**config.mk**
```make
export PLATFORM = sky130hd
export DESIGN_NAME = flash_command_lock_control
export DESIGN_NICKNAME = d
export VERILOG_FILES = /design/src/hw/flash_ctl_pkg.sv /design/src/hw/flash_command_lock_control.sv /design/src/hw/pin_sync3.sv
export SDC_FILE = /design/constraint.sdc
export NUM_CORES = 1
export LEC_CHECK = 0
export BUFFER_PORTS_ARGS = -buffer_cell sky130_fd_sc_hd__buf_2
export CELL_PAD_IN_SITES_DETAIL_PLACEMENT = 1
export CELL_PAD_IN_SITES_GLOBAL_PLACEMENT = 1
export CORE_AREA = 2 2 159 161
export CTS_BUF_LIST = sky130_fd_sc_hd__clkbuf_4
export DETAILED_ROUTE_END_ITERATION = 16
export DIE_AREA = 0 0 161 163
export PLACE_DENSITY_LB_ADDON = 0.25
export SYNTH_ARGS = -nofsm -noshare
export SYNTH_HDL_FRONTEND = slang
export SYNTH_HIERARCHICAL = 1
export SYNTH_SLANG_ARGS = --single-unit
export TNS_END_PERCENT = 5
```
**constraint.sdc**
```tcl
create_clock -name ref_clk_i -period 3.6 [get_ports ref_clk_i]
set_input_delay 0 -clock ref_clk_i [delete_from_list [all_inputs] [get_ports ref_clk_i]]
set_output_delay 0 -clock ref_clk_i [all_outputs]
set_load 0.005 [all_outputs]
```
**src/hw/flash_ctl_pkg.sv**
```systemverilog
// Constants, types and layouts shared by the flash command and lock controller.
// Assumes a 50 MHz device clock and an external flash array macro with byte strobes.
//
// Overview of operation
// Upper-block ready flag, bit 7, reads 0 while an operation targets the upper block.
// Lower-block ready flag, bit 6, reads 0 while an operation targets the lower block.
// A command write uses all eight bits; bits 7 and 6 double as ready flags.
// Programmer keeps the program strobe low ten clocks, lock writes a full write time.
// Programmer sets address, data and mode lines three clocks before the strobe falls.
// An external byte write lasts 7 clocks plus 54 to 72 us.
// External verify data is valid within eight clocks plus 50 ns of the request.
// With all three lock bits at 1 nothing is protected.
// Lock bit one programmed: no internal table reads, latched access pin, no programming.
// Lock bits one and two programmed: verify readback is also disabled.
// All lock bits programmed: external execution disabled by overriding the access pin.
// Three read-only signature bytes answer at addresses 30h, 31h and 32h.
// Codes aah read, 55h write and 5ah page erase start operations after address setup.
// Software issues no command while either ready flag reads 0.
// A read places the addressed byte in the data register by the next instruction cycle.
// Mass erase sets every flash bit and all three lock bits to 1.
// An undefined command code starts nothing and leaves both ready flags at 1.

package flash_ctl_pkg;

  // ----------------------------------------------------------------
  // Register offsets and reset values
  // ----------------------------------------------------------------
  localparam logic [7:0] ADDR_DATA = 8'hec;
  localparam logic [7:0] ADDR_CMD = 8'hed;
  localparam logic [7:0] ADDR_AHI = 8'hee;
  localparam logic [7:0] ADDR_ALO = 8'hef;
  localparam logic [7:0] DATA_RST = 8'h00;
  localparam logic [7:0] AHI_RST = 8'h00;
  localparam logic [5:0] ALO_RST = 6'h00;
  localparam logic [5:0] CMD_RST = 6'h00;
  localparam int RDY_HI_BIT = 7;
  localparam int RDY_LO_BIT = 6;
  localparam int AHI_BLOCK_BIT = 7;

  // ----------------------------------------------------------------
  // Command codes
  // ----------------------------------------------------------------
  localparam logic [7:0] CMD_READ = 8'haa;
  localparam logic [7:0] CMD_WRITE = 8'h55;
  localparam logic [7:0] CMD_ERASE = 8'h5a;

  // ----------------------------------------------------------------
  // Timing
  // ----------------------------------------------------------------
  localparam int CLK_PERIOD_NS = 20;
  localparam int T_WRITE_BASE_CK = 7;
  localparam int T_WRITE_MIN_NS = 54000;
  localparam int WRITE_CYCLES =
    T_WRITE_BASE_CK + (T_WRITE_MIN_NS + CLK_PERIOD_NS - 1) / CLK_PERIOD_NS;
  localparam int READ_CYCLES = 2;
  localparam int T_ERASE_NS = 9400000;
  localparam int ERASE_CYCLES_DEF = T_ERASE_NS / CLK_PERIOD_NS;
  localparam int CNT_W = 20;
  localparam logic [2:0] ACCESS_ARM_DONE = 3'h4;

  // ----------------------------------------------------------------
  // Signature bytes (values arbitrary)
  // ----------------------------------------------------------------
  localparam logic [7:0] SIG_ADDR0 = 8'h30;
  localparam logic [7:0] SIG_ADDR1 = 8'h31;
  localparam logic [7:0] SIG_ADDR2 = 8'h32;
  localparam logic [7:0] SIG_CONT = 8'h01;
  localparam logic [7:0] SIG_MAKER = 8'h02;
  localparam logic [7:0] SIG_PART = 8'h03;
  localparam logic [7:0] SIG_NONE = 8'hff;

  // ----------------------------------------------------------------
  // External programming modes and lock bits
  // ----------------------------------------------------------------
  localparam logic [3:0] MODE_SIG = 4'h0;
  localparam logic [3:0] MODE_PROGRAM = 4'h1;
  localparam logic [3:0] MODE_VERIFY = 4'h2;
  localparam logic [3:0] MODE_MASS = 4'h3;
  localparam logic [3:0] MODE_LOCK1 = 4'h4;
  localparam logic [3:0] MODE_LOCK2 = 4'h5;
  localparam logic [3:0] MODE_LOCK3 = 4'h6;
  localparam logic [2:0] LOCK_RST = 3'h7;

  typedef enum logic [4:0] {
    ST_IDLE = 5'b00001,
    ST_READ = 5'b00010,
    ST_WRITE = 5'b00100,
    ST_ERASE = 5'b01000,
    ST_MASS = 5'b10000
  } seq_state_e;

  // Programming port pins as seen after synchronisation
  typedef struct packed {
    logic strobe_n;
    logic prog_en;
    logic access_select;
    logic [3:0] mode;
    logic block;
    logic [12:0] addr;
    logic [7:0] data;
  } ext_pins_s;

  // Request to the flash array macro
  typedef struct packed {
    logic rd;
    logic wr;
    logic erase;
    logic mass;
    logic upper;
    logic [12:0] addr;
    logic [7:0] wdata;
  } flash_req_s;

endpackage : flash_ctl_pkg

```
**src/hw/flash_command_lock_control.sv**
```systemverilog
// Flash command sequencer, ready flags, lock protection and programming port.
// Assumes a CPU register port, an external programmer on pins, and a flash macro.
`timescale 1ns/1ps

module flash_command_lock_control
  import flash_ctl_pkg::*;
#(
  parameter int ERASE_CYCLES = ERASE_CYCLES_DEF,
  parameter int MASS_CYCLES = ERASE_CYCLES_DEF
) (
  // Clock and reset
  input wire logic ref_clk_i,
  input wire logic rst_i,
  // CPU register port
  input wire logic [7:0] sfr_addr_i,
  input wire logic sfr_wr_i,
  input wire logic sfr_rd_i,
  input wire logic [7:0] sfr_wdata_i,
  output logic [7:0] sfr_rdata_o,
  // CPU protection hooks
  input wire logic code_read_external_i,
  output logic internal_fetch_block_o,
  output logic external_access_select_o,
  // External programming port
  input wire ext_pins_s ext_pins_i,
  output logic [7:0] ext_data_o,
  output logic ext_data_oe_o,
  output logic ext_ready_o,
  // Flash array macro
  output flash_req_s flash_req_o,
  input wire logic [7:0] flash_rdata_i
);

  seq_state_e state_r, state_nxt, start_state;
  ext_pins_s ext_s;
  logic [CNT_W-1:0] cnt_r, cnt_load;
  logic [7:0] data_r, addr_hi_r, ext_data_r, sfr_mux;
  logic [5:0] addr_lo_r, cmd_r;
  logic [2:0] lock_r, lock_sel_r, lock_sel_nxt, arm_r;
  logic upper_r, src_ext_r, ext_valid_r, strobe_prev_r, access_latched_r;
  logic [11:0] wr_len_r;

  // ----------------------------------------------------------------
  // Pin synchronisation; setup margin lets the bundle settle together
  // ----------------------------------------------------------------
  pin_sync3 #(.W($bits(ext_pins_s))) u_sync (
    .ref_clk_i(ref_clk_i),
    .rst_i(rst_i),
    .async_i(ext_pins_i),
    .sync_o(ext_s)
  );

  // ----------------------------------------------------------------
  // Decode of requests and protection levels
  // ----------------------------------------------------------------
  wire idle = (state_r == ST_IDLE);
  wire busy_done = !idle && (cnt_r == '0);
  wire cpu_cmd_wr = sfr_wr_i && (sfr_addr_i == ADDR_CMD);
  wire cmd_known = (sfr_wdata_i == CMD_READ) || (sfr_wdata_i == CMD_WRITE)
                   || (sfr_wdata_i == CMD_ERASE);
  wire cpu_go = cpu_cmd_wr && idle && cmd_known;
  wire strobe_fall = strobe_prev_r && !ext_s.strobe_n;
  wire ext_edge = strobe_fall && ext_s.prog_en && idle && !cpu_cmd_wr;
  wire lock_one_set = !lock_r[0];
  wire verify_locked = !lock_r[0] && !lock_r[1];
  wire exec_locked = (lock_r == 3'h0);
  wire mode_lock = (ext_s.mode == MODE_LOCK1) || (ext_s.mode == MODE_LOCK2)
                   || (ext_s.mode == MODE_LOCK3);
  wire ext_prog = ext_edge && (ext_s.mode == MODE_PROGRAM) && !lock_one_set;
  wire ext_lock = ext_edge && mode_lock;
  wire ext_mass = ext_edge && (ext_s.mode == MODE_MASS);
  wire ext_ver = ext_edge && (ext_s.mode == MODE_VERIFY) && !verify_locked;
  wire ext_sig = ext_edge && (ext_s.mode == MODE_SIG);
  wire go_upper = cpu_go ? addr_hi_r[AHI_BLOCK_BIT] : ext_s.block;

  // Which operation starts, CPU first
  assign start_state = cpu_go ? ((sfr_wdata_i == CMD_READ) ? ST_READ :
                                 (sfr_wdata_i == CMD_WRITE) ? ST_WRITE : ST_ERASE) :
                       ext_ver ? ST_READ :
                       (ext_prog || ext_lock) ? ST_WRITE :
                       ext_mass ? ST_MASS : ST_IDLE;

  // Duration of each operation, less one
  assign cnt_load = (start_state == ST_READ) ? CNT_W'(READ_CYCLES - 1) :
                    (start_state == ST_WRITE) ? CNT_W'(WRITE_CYCLES - 1) :
                    (start_state == ST_ERASE) ? CNT_W'(ERASE_CYCLES - 1) :
                    CNT_W'(MASS_CYCLES - 1);

  assign lock_sel_nxt = !ext_lock ? 3'h0 :
                        (ext_s.mode == MODE_LOCK1) ? 3'h1 :
                        (ext_s.mode == MODE_LOCK2) ? 3'h2 : 3'h4;

  // ----------------------------------------------------------------
  // Sequencer
  // ----------------------------------------------------------------
  always_comb begin
    state_nxt = state_r;
    unique case (state_r)
      ST_IDLE: state_nxt = start_state;
      ST_READ, ST_WRITE, ST_ERASE, ST_MASS: begin
        if (cnt_r == '0) begin
          state_nxt = ST_IDLE;
        end
      end
      default: state_nxt = ST_IDLE;
    endcase
  end

  // State, timer and operation target
  always_ff @(posedge ref_clk_i or posedge rst_i) begin
    if (rst_i) begin
      state_r <= ST_IDLE;
      cnt_r <= '0;
      upper_r <= 1'b0;
      src_ext_r <= 1'b0;
      lock_sel_r <= 3'h0;
    end else begin
      state_r <= state_nxt;
      if (idle && start_state != ST_IDLE) begin
        cnt_r <= cnt_load;
        upper_r <= go_upper;
        src_ext_r <= !cpu_go;
        lock_sel_r <= lock_sel_nxt;
      end else if (!idle) begin
        cnt_r <= cnt_r - 1'b1;
      end
    end
  end

  // ----------------------------------------------------------------
  // Ready flags and CPU register file
  // ----------------------------------------------------------------
  wire all_blocks = (state_r == ST_MASS);
  wire rdy_hi = !(!idle && (upper_r || all_blocks));
  wire rdy_lo = !(!idle && (!upper_r || all_blocks));

  assign sfr_mux = (sfr_addr_i == ADDR_CMD) ? {rdy_hi, rdy_lo, cmd_r} :
                   (sfr_addr_i == ADDR_DATA) ? data_r :
                   (sfr_addr_i == ADDR_AHI) ? addr_hi_r :
                   (sfr_addr_i == ADDR_ALO) ? {2'b00, addr_lo_r} : 8'h00;

  // Register writes; a finishing read overrides a data write
  always_ff @(posedge ref_clk_i or posedge rst_i) begin
    if (rst_i) begin
      data_r <= DATA_RST;
      addr_hi_r <= AHI_RST;
      addr_lo_r <= ALO_RST;
      cmd_r <= CMD_RST;
      sfr_rdata_o <= 8'h00;
    end else begin
      if (sfr_rd_i) sfr_rdata_o <= sfr_mux;
      if (sfr_wr_i && sfr_addr_i == ADDR_AHI) addr_hi_r <= sfr_wdata_i;
      if (sfr_wr_i && sfr_addr_i == ADDR_ALO) addr_lo_r <= sfr_wdata_i[5:0];
      if (cpu_cmd_wr) cmd_r <= sfr_wdata_i[5:0];
      if (state_r == ST_READ && busy_done && !src_ext_r) begin
        data_r <= flash_rdata_i;
      end else if (sfr_wr_i && sfr_addr_i == ADDR_DATA) begin
        data_r <= sfr_wdata_i;
      end
    end
  end

  // ----------------------------------------------------------------
  // Flash macro requests: one-cycle strobes, held address and data
  // ----------------------------------------------------------------
  always_ff @(posedge ref_clk_i or posedge rst_i) begin
    if (rst_i) begin
      flash_req_o <= '0;
    end else begin
      flash_req_o.rd <= idle && start_state == ST_READ;
      flash_req_o.wr <= idle && start_state == ST_WRITE && !ext_lock;
      flash_req_o.erase <= idle && start_state == ST_ERASE;
      flash_req_o.mass <= idle && start_state == ST_MASS;
      if (idle && start_state != ST_IDLE) begin
        flash_req_o.upper <= go_upper;
        flash_req_o.addr <= cpu_go ? {addr_hi_r[6:0], addr_lo_r} : ext_s.addr;
        flash_req_o.wdata <= cpu_go ? data_r : ext_s.data;
        if (start_state == ST_ERASE) flash_req_o.addr[5:0] <= 6'h00;
      end
    end
  end

  // ----------------------------------------------------------------
  // Lock bits and latched access pin
  // ----------------------------------------------------------------
  always_ff @(posedge ref_clk_i or posedge rst_i) begin
    if (rst_i) begin
      lock_r <= LOCK_RST;
      arm_r <= 3'h0;
      access_latched_r <= 1'b0;
    end else begin
      if (state_r == ST_MASS && busy_done) begin
        lock_r <= LOCK_RST;
      end else if (state_r == ST_WRITE && busy_done) begin
        lock_r <= lock_r & ~lock_sel_r;
      end
      if (arm_r != ACCESS_ARM_DONE) arm_r <= arm_r + 1'b1;
      if (arm_r == ACCESS_ARM_DONE - 3'h1) access_latched_r <= ext_s.access_select;
    end
  end

  // Protection outputs
  assign internal_fetch_block_o = lock_one_set && code_read_external_i;
  assign external_access_select_o = exec_locked ? 1'b1 :
                                    lock_one_set ? access_latched_r :
                                    ext_s.access_select;

  // ----------------------------------------------------------------
  // Programming port readback and ready pin
  // ----------------------------------------------------------------
  wire [7:0] sig_byte = (ext_s.addr[7:0] == SIG_ADDR0) ? SIG_CONT :
                        (ext_s.addr[7:0] == SIG_ADDR1) ? SIG_MAKER :
                        (ext_s.addr[7:0] == SIG_ADDR2) ? SIG_PART : SIG_NONE;

  always_ff @(posedge ref_clk_i or posedge rst_i) begin
    if (rst_i) begin
      ext_data_r <= 8'h00;
      ext_valid_r <= 1'b0;
      strobe_prev_r <= 1'b0;
    end else begin
      strobe_prev_r <= ext_s.strobe_n;
      if (ext_sig) begin
        ext_data_r <= sig_byte;
        ext_valid_r <= 1'b1;
      end else if (state_r == ST_READ && busy_done && src_ext_r) begin
        ext_data_r <= flash_rdata_i;
        ext_valid_r <= 1'b1;
      end else if (ext_edge) begin
        ext_valid_r <= 1'b0;
      end
    end
  end

  assign ext_data_o = ext_data_r;
  assign ext_data_oe_o = ext_s.prog_en && ext_valid_r && ext_s.strobe_n &&
                         ((ext_s.mode == MODE_VERIFY && !verify_locked) ||
                          ext_s.mode == MODE_SIG);
  assign ext_ready_o = !(!idle && src_ext_r);

  // ----------------------------------------------------------------
  // Checks
  // ----------------------------------------------------------------
  always_ff @(posedge ref_clk_i or posedge rst_i) begin
    if (rst_i) wr_len_r <= 12'h000;
    else if (state_r == ST_WRITE) wr_len_r <= wr_len_r + 12'h001;
    else wr_len_r <= 12'h000;
  end
endmodule : flash_command_lock_control

```
**src/hw/pin_sync3.sv**
```systemverilog
// Three-stage synchroniser for a bundle of pin levels.
// Assumes the bundle is stable for several clocks around each change.
`timescale 1ns/1ps

module pin_sync3 #(
  parameter int W = 8
) (
  // Clock and reset
  input wire logic ref_clk_i,
  input wire logic rst_i,
  // Levels
  input wire logic [W-1:0] async_i,
  output logic [W-1:0] sync_o
);

  logic [W-1:0] s1_r;
  logic [W-1:0] s2_r;
  logic [W-1:0] s3_r;

  // ----------------------------------------------------------------
  // Stages; a change counts once stages two and three agree
  // ----------------------------------------------------------------
  genvar b;
  generate
    for (b = 0; b < W; b++) begin : g_bit
      always_ff @(posedge ref_clk_i or posedge rst_i) begin
        if (rst_i) begin
          s1_r[b] <= 1'b0;
          s2_r[b] <= 1'b0;
          s3_r[b] <= 1'b0;
          sync_o[b] <= 1'b0;
        end else begin
          s1_r[b] <= async_i[b];
          s2_r[b] <= s1_r[b];
          s3_r[b] <= s2_r[b];
          if (s2_r[b] == s3_r[b]) begin
            sync_o[b] <= s3_r[b];
          end
        end
      end
    end
  endgenerate

endmodule : pin_sync3

```
==> metrics.txt, run 1 <==
period utilization 0.886; post-synthesis cell type count 53; area of the multi-input gates 0.00266 sq mm; Area Growth Syn to Fin 30.9%; total CTS buffers 60; Fin. Hold Viols 0; clock share of power 0.364; Slowest cell on crit path dlygate4sd3_1; postcts setup bufs 0; TritonCTS sink count 224; critical path buffer and inverter count 1; post-DR vias/cell 4.74; Critical Path Sink Type flip-flop; # fillers 2,734; Slew headroom 0.363; Placer Congestion 0.767; cell-internal power 4.49 mW; cell mode on critical path or4_4; gate family responsible for the most delay along the worst path simple AND/OR/NAND/NOR gates; total number of yosys warnings 6; synthesized cell area 0.00848 sq mm; largest net degree at the start of global routing 61; die area 0.0262 sq mm; crit path cell chain or4_4 -> or4_4 -> nor2_4 -> nand3b_1 -> nor2_1 -> a21oi_1 -> dlygate4sd3_1; kind of critical path flip-flop to flip-flop; Hold Path Class primary input to asynchronous set/reset pin; Via Count 6,158; Post-synth EDFFs 0; TritonCTS clock tree done; syn_nets 739; maxcap violations 0; reg2reg path depth 7; Root Driver clkbuf_4; Most used DFF post-synth dfrtp_1; share of layout cells above drive strength 1 0.286; Crit Path Max Fanout 16; initial antenna violation count 2; Sequential Power Share 0.507; fin crit period 3.19 ns; CP Depth 7; top cell type's share of synthesized area 0.649; hold_ws 0.0381 ns; first-pass GRT wire length 36,500 um; switching pwr 1.66 mW; post-synthesis average cell area 12.5 sq um; synthesized flop and latch total 224; # setup viols final 0; worst slew pin tran 0.945 ns; synth cell count leaders dfrtp_1, nor2_1, nand2_1, a21oi_1, o21ai_0; ys async rst share 1.00; IO Port Bufs 103; unrepaired setup endpoints after global routing false; Die X-Extent 161 um; DRC Markers 0; most common cell in the synthesized netlist dfrtp_1; Synth area leaders dfrtp_1, maj3_2, mux2i_1, a21oi_1, nor2_1; Detailed Place HPWL 15,100 um; drt first-iter violations 257; # IOs 104; slowest stage delay, CP 0.59 ns; Slew Limit Fails 0; Syn Inst Count 677; GRT Total Usage 0.177; skew final 0.0543 ns; status completed; number of routed nets with antenna violations 0; die height 163 um; Leakage 5.03 nW; core area 0.0247 sq mm; fin nets 985; Worst Path Required 4.16 ns; CP arrival 3.75 ns; vias in the first global route 6,831; GR Overflow Total 0; site row count 58; register area 0.00561 sq mm; Skew-Pair Late Insertion Delay 0.69 ns; reg-to-reg setup timing slack 0.41 ns; Detailed Route WL 22,200 um; Power Density 553 mW/mm^2; CTS Buffer Depth 3; switching share of power 0.270; Pre-antenna DRT Iters 4; clock transition at the registers of the reported paths 0.07 ns; Fmax achieved 313 MHz; top cell type by total area after synthesis dfrtp_1; Worst VDD drop 0.400 mV; sequential share of the synthesized area 0.662; combinational power share 0.129; setup TNS 0 ns; Starting Density 0.344; type of origin of the critical path flip-flop; Routed WL per cell 17.1 um; H-tree levels 2
-- timing repair --
action,in CTS,in global routing
endpoints found under the setup margin,0,0
resized for setup,0,0
hold endpoints to repair,188,0
hold buffers,94,0
-- kinds of logic after synthesis --
family	share of synthesized area
adders and majority gates	0.0444
xor gates and xnor gates	0.0134
DFF	0.662
AOI/OAI and AO/OA	0.0775
muxes	0.0652
buffers and inverters	0.0260
and+or+nand+nor	0.112
-- layout make-up --
type,count,area share
Antenna cell,2,0.000451
Clock buffer,98,0.0663
Clock inverter,9,0.00327
Inverter,29,0.0103
Multi-Input combinational cell,401,0.239
Sequential cell,224,0.505
Tap cell,330,0.0372
Timing Repair Buffer,207,0.138
-- metal layers --
metal	part of all wire	up-vias	global-route usage
met1	0.43	3108	0.220
met3	0.040	31	0.0372
li1	-	2886	-
met5	0	-	0
met4	0.016	0	0.0601
met2	0.52	133	0.310
-- power by group through the flow --
| stage | registers, mW | logic (mW) | clock network, mW |
|---|---|---|---|
| 6_report | 3.12 | 0.792 | 2.23 |
| 5_1_grt | 3.17 | 0.903 | 2.47 |
| 4_1_cts | 3.12 | 0.801 | 2.31 |
| 3_5_place_dp | 3.16 | 0.722 | 0 |
| 3_3_place_gp | 3.14 | 0.690 | 0 |
| 2_1_floorplan | 3.09 | 0.406 | 0 |
-- tightest hold or removal path, cell delays in order --
cell and delay (ns):
dlygate4sd3_1 0.53, buf_2 0.14, inv_4 0.56
-- cells in the final DEF, fill, tap and decap left out, types with 5 or more instances in the layout --
cell | netlist | layout
inv_1 | 29 | 27
o21ai_0 | 32 | 32
nand2_1 | 55 | 55
nor2_1 | 58 | 58
dlygate4sd3_1 | 0 | 94
mux2_2 | 14 | 14
a21oi_1 | 49 | 49
buf_2 | 11 | 103
nand3_1 | 21 | 21
clkbuf_4 | 0 | 98
maj3_2 | 29 | 29
a31oi_1 | 8 | 8
mux4_2 | 6 | 6
mux2i_1 | 26 | 26
buf_4 | 1 | 10
clkinv_1 | 0 | 5
xnor2_1 | 9 | 9
nor3_1 | 17 | 17
or4_1 | 5 | 5
a21o_1 | 6 | 6
nand3b_1 | 7 | 7
dfrtp_1 | 220 | 220
-- through the flow --
stage | instances | setup WS [ns] | utilization | power (mW) | area [sq um]
after global placement | 1097 | 1.01 | 0.380 | 3.83 | 9380
final | 1300 | 0.409 | 0.450 | 6.14 | 11100
after floorplan | 677 | 0.528 | - | 3.50 | 8480
after CTS | 1298 | 0.442 | 0.450 | 6.23 | 11100
after global routing | 1300 | 0.272 | 0.450 | 6.54 | 11100
after detailed placement | 1097 | 0.958 | 0.380 | 3.88 | 9380
-- worst paths after layout --
kind | startpoint | to
max | cnt_r[3] | data_r[2]
min | rst_i | ext_data_o[3]
max reg2reg | cnt_r[3] | data_r[2]
min reg2reg | u_sync/s1_r[17] | u_sync/s2_r[17]
max in group asynchronous | rst_i | u_sync/s3_r[6]
min in group ref_clk_i | sfr_addr_i[3] | flash_req_o[23]
-- state kept, by name, summed over array words and instances, names as in the netlist, 20 cells and up --
| register | count |
|---|---|
| u_sync/s3_r | 29 |
| flash_req_o | 26 |
| u_sync/s1_r | 29 |
| u_sync/s2_r | 29 |
| cnt_r | 20 |
| u_sync/sync_o | 29 |
Note: power is estimated with default switching activity, not from simulation.
==> run 2, diff against run 1 <==
PLACE_DENSITY = 0.66   (was unset)
PLACE_DENSITY_LB_ADDON = unset   (was 0.25)
==> run 2 against run 1 <==
Effect of this change:
- global-route usage is 0.17 points lower
- count of clock-buffer cells in the layout fell by 14
- critical path depth unchanged
==> metrics.txt, run 2 (synthesized netlist as in run 1, its figures left out) <==
TritonCTS sink count 224; kind of critical path flip-flop to flip-flop; share of layout cells above drive strength 1 0.274; Placer Congestion 0.763; GRT Total Usage 0.176; Critical Path Sink Type flip-flop; clock transition at the registers of the reported paths 0.06 ns; Hold Path Class primary input to asynchronous set/reset pin; Detailed Route WL 22,200 um; fin crit period 3.16 ns; gate family responsible for the most delay along the worst path simple AND/OR/NAND/NOR gates; fin nets 979; setup TNS 0 ns; CP arrival 3.72 ns; Fin. Hold Viols 0; Leakage 4.98 nW; Fmax achieved 317 MHz; Starting Density 0.344; Crit Path Max Fanout 16; type of origin of the critical path flip-flop; Routed WL per cell 17.2 um; total CTS buffers 58; GR Overflow Total 0; hold_ws 0.0561 ns; number of routed nets with antenna violations 0; IO Port Bufs 103; reg2reg path depth 7; r2r startpoint cnt_r[4]; Skew-Pair Late Insertion Delay 0.68 ns; most frequent cells in the layout dfrtp_1, buf_2, dlygate4sd3_1, clkbuf_4, nor2_1; skew final 0.0351 ns; R2R Path End data_r[5]; worst slew pin tran 0.851 ns; initial antenna violation count 1; Worst Path Required 4.16 ns; register area 0.00561 sq mm; # setup viols final 0; CTS Buffer Depth 3; Power Density 556 mW/mm^2; die area 0.0262 sq mm; reg-to-reg setup timing slack 0.44 ns; largest net degree at the start of global routing 117; quantity of hold-fixing buffers added after cts 91; status completed; slowest stage delay, CP 0.58 ns; Die X-Extent 161 um; period utilization 0.877; crit path cell chain or4_4 -> or4_4 -> nor2_4 -> nand3b_1 -> nor2_1 -> a21oi_1 -> dlygate4sd3_1; H-tree levels 2; TritonCTS clock tree done; core area 0.0247 sq mm; CP Depth 7; Slowest cell on crit path dlygate4sd3_1; unrepaired setup endpoints after global routing false; # IOs 104; cts repair resizes 0; DRC Markers 0; commonest non-fill, non-tap cell in the layout dfrtp_1; Area Growth Syn to Fin 30.4%; Pre-antenna DRT Iters 4; Slew Limit Fails 0; Slew headroom 0.418; first-pass GRT wire length 36,300 um; Root Driver clkbuf_4; vias in the first global route 6,717; cell mode on critical path or4_4; Worst VDD drop 0.281 mV; critical path buffer and inverter count 1; post-DR vias/cell 4.74; site row count 58; Via Count 6,105; area of the multi-input gates 0.00266 sq mm; postcts setup bufs 0; die height 163 um; drt first-iter violations 170; # fillers 2,713; power after layout 6.15 mW; maxcap violations 0; Detailed Place HPWL 14,500 um
[run 2: per-layer routing]
metal | share of wire | track usage | vias up
met3 | 0.038 | 0.0372 | 30
met4 | 0.015 | 0.0564 | 0
li1 | - | - | 2869
met5 | 0 | 0 | -
met1 | 0.44 | 0.226 | 3085
met2 | 0.51 | 0.298 | 121
[run 2: metrics by stage]
stage	util	setup slack (ns)	std cells	area, sq um
after detailed placement	0.381	0.829	1096	9400
after global placement	0.381	0.899	1096	9400
after floorplan	-	0.528	677	8480
final	0.448	0.444	1288	11100
after global routing	0.448	0.271	1288	11100
after CTS	0.448	0.460	1287	11100
[run 2: tightest hold or removal path, cell delays in order]
cell and delay [ns]:
dlygate4sd3_1 0.54, buf_2 0.14, inv_4 0.05, buf_12 0.43
[run 2: report_power, final]
| part | internal [mW] | switching, mW | total, mW |
|---|---|---|---|
| Combinational | 0.408 | 0.385 | 0.793 |
| Sequential | 2.86 | 0.269 | 3.13 |
| Clock | 1.20 | 1.02 | 2.22 |
[run 2: area by class of cell]
type,count,share of cell area
Antenna cell,1,0.000226
Clock buffer,84,0.0570
Clock inverter,16,0.0104
Inverter,29,0.0103
Multi-Input combinational cell,401,0.240
Sequential cell,224,0.507
Tap cell,330,0.0373
Timing Repair Buffer,203,0.137
[run 2: worst max-delay path by stage]
| stage | start | to | slack [ns] |
|---|---|---|---|
| global placement | cnt_r[3] | data_r[2] | 0.90 |
| detailed placement | state_r[1] | ext_data_o[4] | 0.83 |
| global route | cnt_r[4] | data_r[5] | 0.27 |
| floorplan | rst_i | u_sync/s1_r[0] | 0.53 |
| CTS | cnt_r[4] | data_r[5] | 0.46 |
| finish | cnt_r[4] | data_r[5] | 0.44 |
==> run 3, diff against run 2 <==
ABC_AREA = 1   (was unset)
CORE_AREA = 2 2 165 167   (was 2 2 159 161)
DIE_AREA = 0 0 167 169   (was 0 0 161 163)
PLACE_DENSITY = 0.68   (was 0.66)
==> run 3 against run 2 <==
Effect of this change:
- wire length increased by 15%
- sequential cell count unchanged
- highest routed layer unchanged
- core utilization is 0.82 points lower
- synthesized area rose by 7.3%
- clock power grew 3%
==> metrics.txt, run 3 <==
CTS Buffer Depth 3; share of layout cells above drive strength 1 0.197; Worst VDD drop 0.344 mV; Detailed Place HPWL 17,200 um; number of routed nets with antenna violations 0; postcts setup bufs 0; fin crit period 2.41 ns; Synth area leaders dfrtp_1, nand2_1, inv_1, o21ai_0, nor2_1; placed insts 1,406; Placer Congestion 0.861; Hold Path Sink flash_req_o[25]; dpl ws 1.31 ns; Slew headroom 0.392; core area 0.0265 sq mm; top cell type's share of synthesized area 0.605; Starting Density 0.343; type of origin of the critical path primary input; Placed Area 0.00998 sq mm; Die X-Extent 167 um; Slowest cell on crit path dlygate4sd3_1; DRC Markers 0; site row count 60; Pre-antenna DRT Iters 4; most frequent cells in the layout nand2_1, dfrtp_1, inv_1, buf_2, dlygate4sd3_1; Skew-Pair Late Insertion Delay 0.70 ns; Most used DFF post-synth dfrtp_1; synthesized cell area 0.00910 sq mm; initial antenna violation count 1; status completed; r2r startpoint state_r[0]; post-synthesis cell type count 45; Critical Path Sink Type flip-flop; synthesized flop and latch total 224; Detailed Route WL 25,500 um; GRT Total Usage 0.187; Via Count 7,524; Fmax achieved 415 MHz; GR Overflow Total 0; kind of critical path primary input to flip-flop; hold path cells 8; post-DR vias/cell 4.69; most common cell in the synthesized netlist nand2_1; die area 0.0282 sq mm; fin nets 1,279; drt first-iter violations 336; commonest non-fill, non-tap cell in the layout nand2_1; synth cell count leaders nand2_1, dfrtp_1, inv_1, nor2_1, o21ai_0; ys async rst share 1.00; worst hold start sfr_addr_i[7]; Hold Path Class primary input to flip-flop; clock transition at the registers of the reported paths 0.07 ns; Leakage 5.85 nW; Power Density 572 mW/mm^2; Fin. Hold Viols 0; unrepaired setup endpoints after global routing false; final setup margin 1.19 ns; Slew Limit Fails 0; setup TNS 0 ns; CP arrival 2.98 ns; largest net degree at the start of global routing 74; first-pass GRT wire length 42,300 um; IO Port Bufs 103; Root Driver clkbuf_4; skew final 0.0483 ns; TritonCTS sink count 224; quantity of hold-fixing buffers added after cts 91; final cell count without fillers 1,603; period utilization 0.669; top cell type by total area after synthesis dfrtp_1; total CTS buffers 59; total number of yosys warnings 6; # IOs 104; Area Growth Syn to Fin 28.2%; reg-to-reg setup timing slack 1.26 ns; Post-synth EDFFs 0; power after layout 6.67 mW; Crit Path Max Fanout 28; Routed WL per cell 15.9 um; maxcap violations 0; die height 169 um; syn_nets 1,036; Syn Inst Count 974; R2R Path End flash_req_o[18]; worst slew pin tran 0.912 ns; # setup viols final 0; cell mode on critical path dlygate4sd3_1; slowest stage delay, CP 0.92 ns; vias in the first global route 8,165; crit path cell chain dlygate4sd3_1 -> buf_2 -> nand3_4 -> dlygate4sd3_1 -> nand2_4 -> inv_4 -> o21ai_2 -> nand3_2 -> buf_4 -> nor2_1 -> a31oi_1; reg2reg path depth 11; H-tree levels 2; cts repair resizes 0; post-synthesis average cell area 9.34 sq um; TritonCTS clock tree done; Worst Path Required 4.18 ns; sequential share of the synthesized area 0.617; Design Area, Final 0.0117 sq mm
[run 3: routing by layer]
metal	share of wire	track usage	up-vias	wire length [um]
li1	-	-	3629	-
met1	0.43	0.232	3674	11000
met5	0	0	-	0
met4	0.027	0.0682	0	687
met2	0.50	0.322	164	12700
met3	0.043	0.0412	57	1090
[run 3: worst max-delay path: cells and delay by family]
kind	cells	cell delay (ns)
AND/OR/NAND/NOR	4	0.63
buffers and inverters	5	2.09
AO/OA/AOI/OAI	2	0.24
[run 3: where the power goes]
part           switching [mW]  internal (mW)  leakage (nW)
Sequential              0.310           2.89          2.71
Clock                    1.06           1.22         0.451
Combinational           0.660          0.527          2.69
Total                    2.03           4.64          5.85
[run 3: worst max path at each step]
stage / start / endpoint / slack [ns] / cells past startpoint
5_1_grt: u_sync/sync_o[25] / flash_req_o[18] / 1.06 / 8
6_report: sfr_wr_i / flash_req_o[18] / 1.19 / 11
3_3_place_gp: state_r[0] / flash_req_o[5] / 1.39 / 11
2_1_floorplan: rst_i / u_sync/s1_r[0] / 0.53 / 1
4_1_cts: sfr_wr_i / cnt_r[7] / 1.23 / 13
3_5_place_dp: state_r[0] / flash_req_o[4] / 1.31 / 11
[run 3: metrics by stage]
stage	utilization	hold WS, ns
floorplan	-	0.0314
global placement	0.376	0.108
detailed placement	0.376	0.109
CTS	0.440	0.0370
global route	0.440	0.0790
finish	0.440	0.0715
[run 3: cells by family (layout without fill, tap and decap cells)]
logic type / count (synthesis) / count (layout) / share of synthesized area
other: 0 / 1 / 0
AO/OA/AOI/OAI: 169 / 169 / 0.103
AND/OR/NAND/NOR: 430 / 430 / 0.204
flip-flops: 224 / 224 / 0.617
buffers and inverters: 138 / 425 / 0.0624
adder cells (fa/ha/maj): 4 / 4 / 0.00550
XOR/XNOR: 9 / 9 / 0.00866
[run 3: layout make-up]
cell class                 count  area, sq um
antenna                        1         2.50
sequential                   224         5610
multi-input combinational    612         2920
clock inverter                20          134
tap                          341          427
clock buffer                  85          638
timing repair buffer         200         1470
fill                        3137        14800
inverter                     120          458
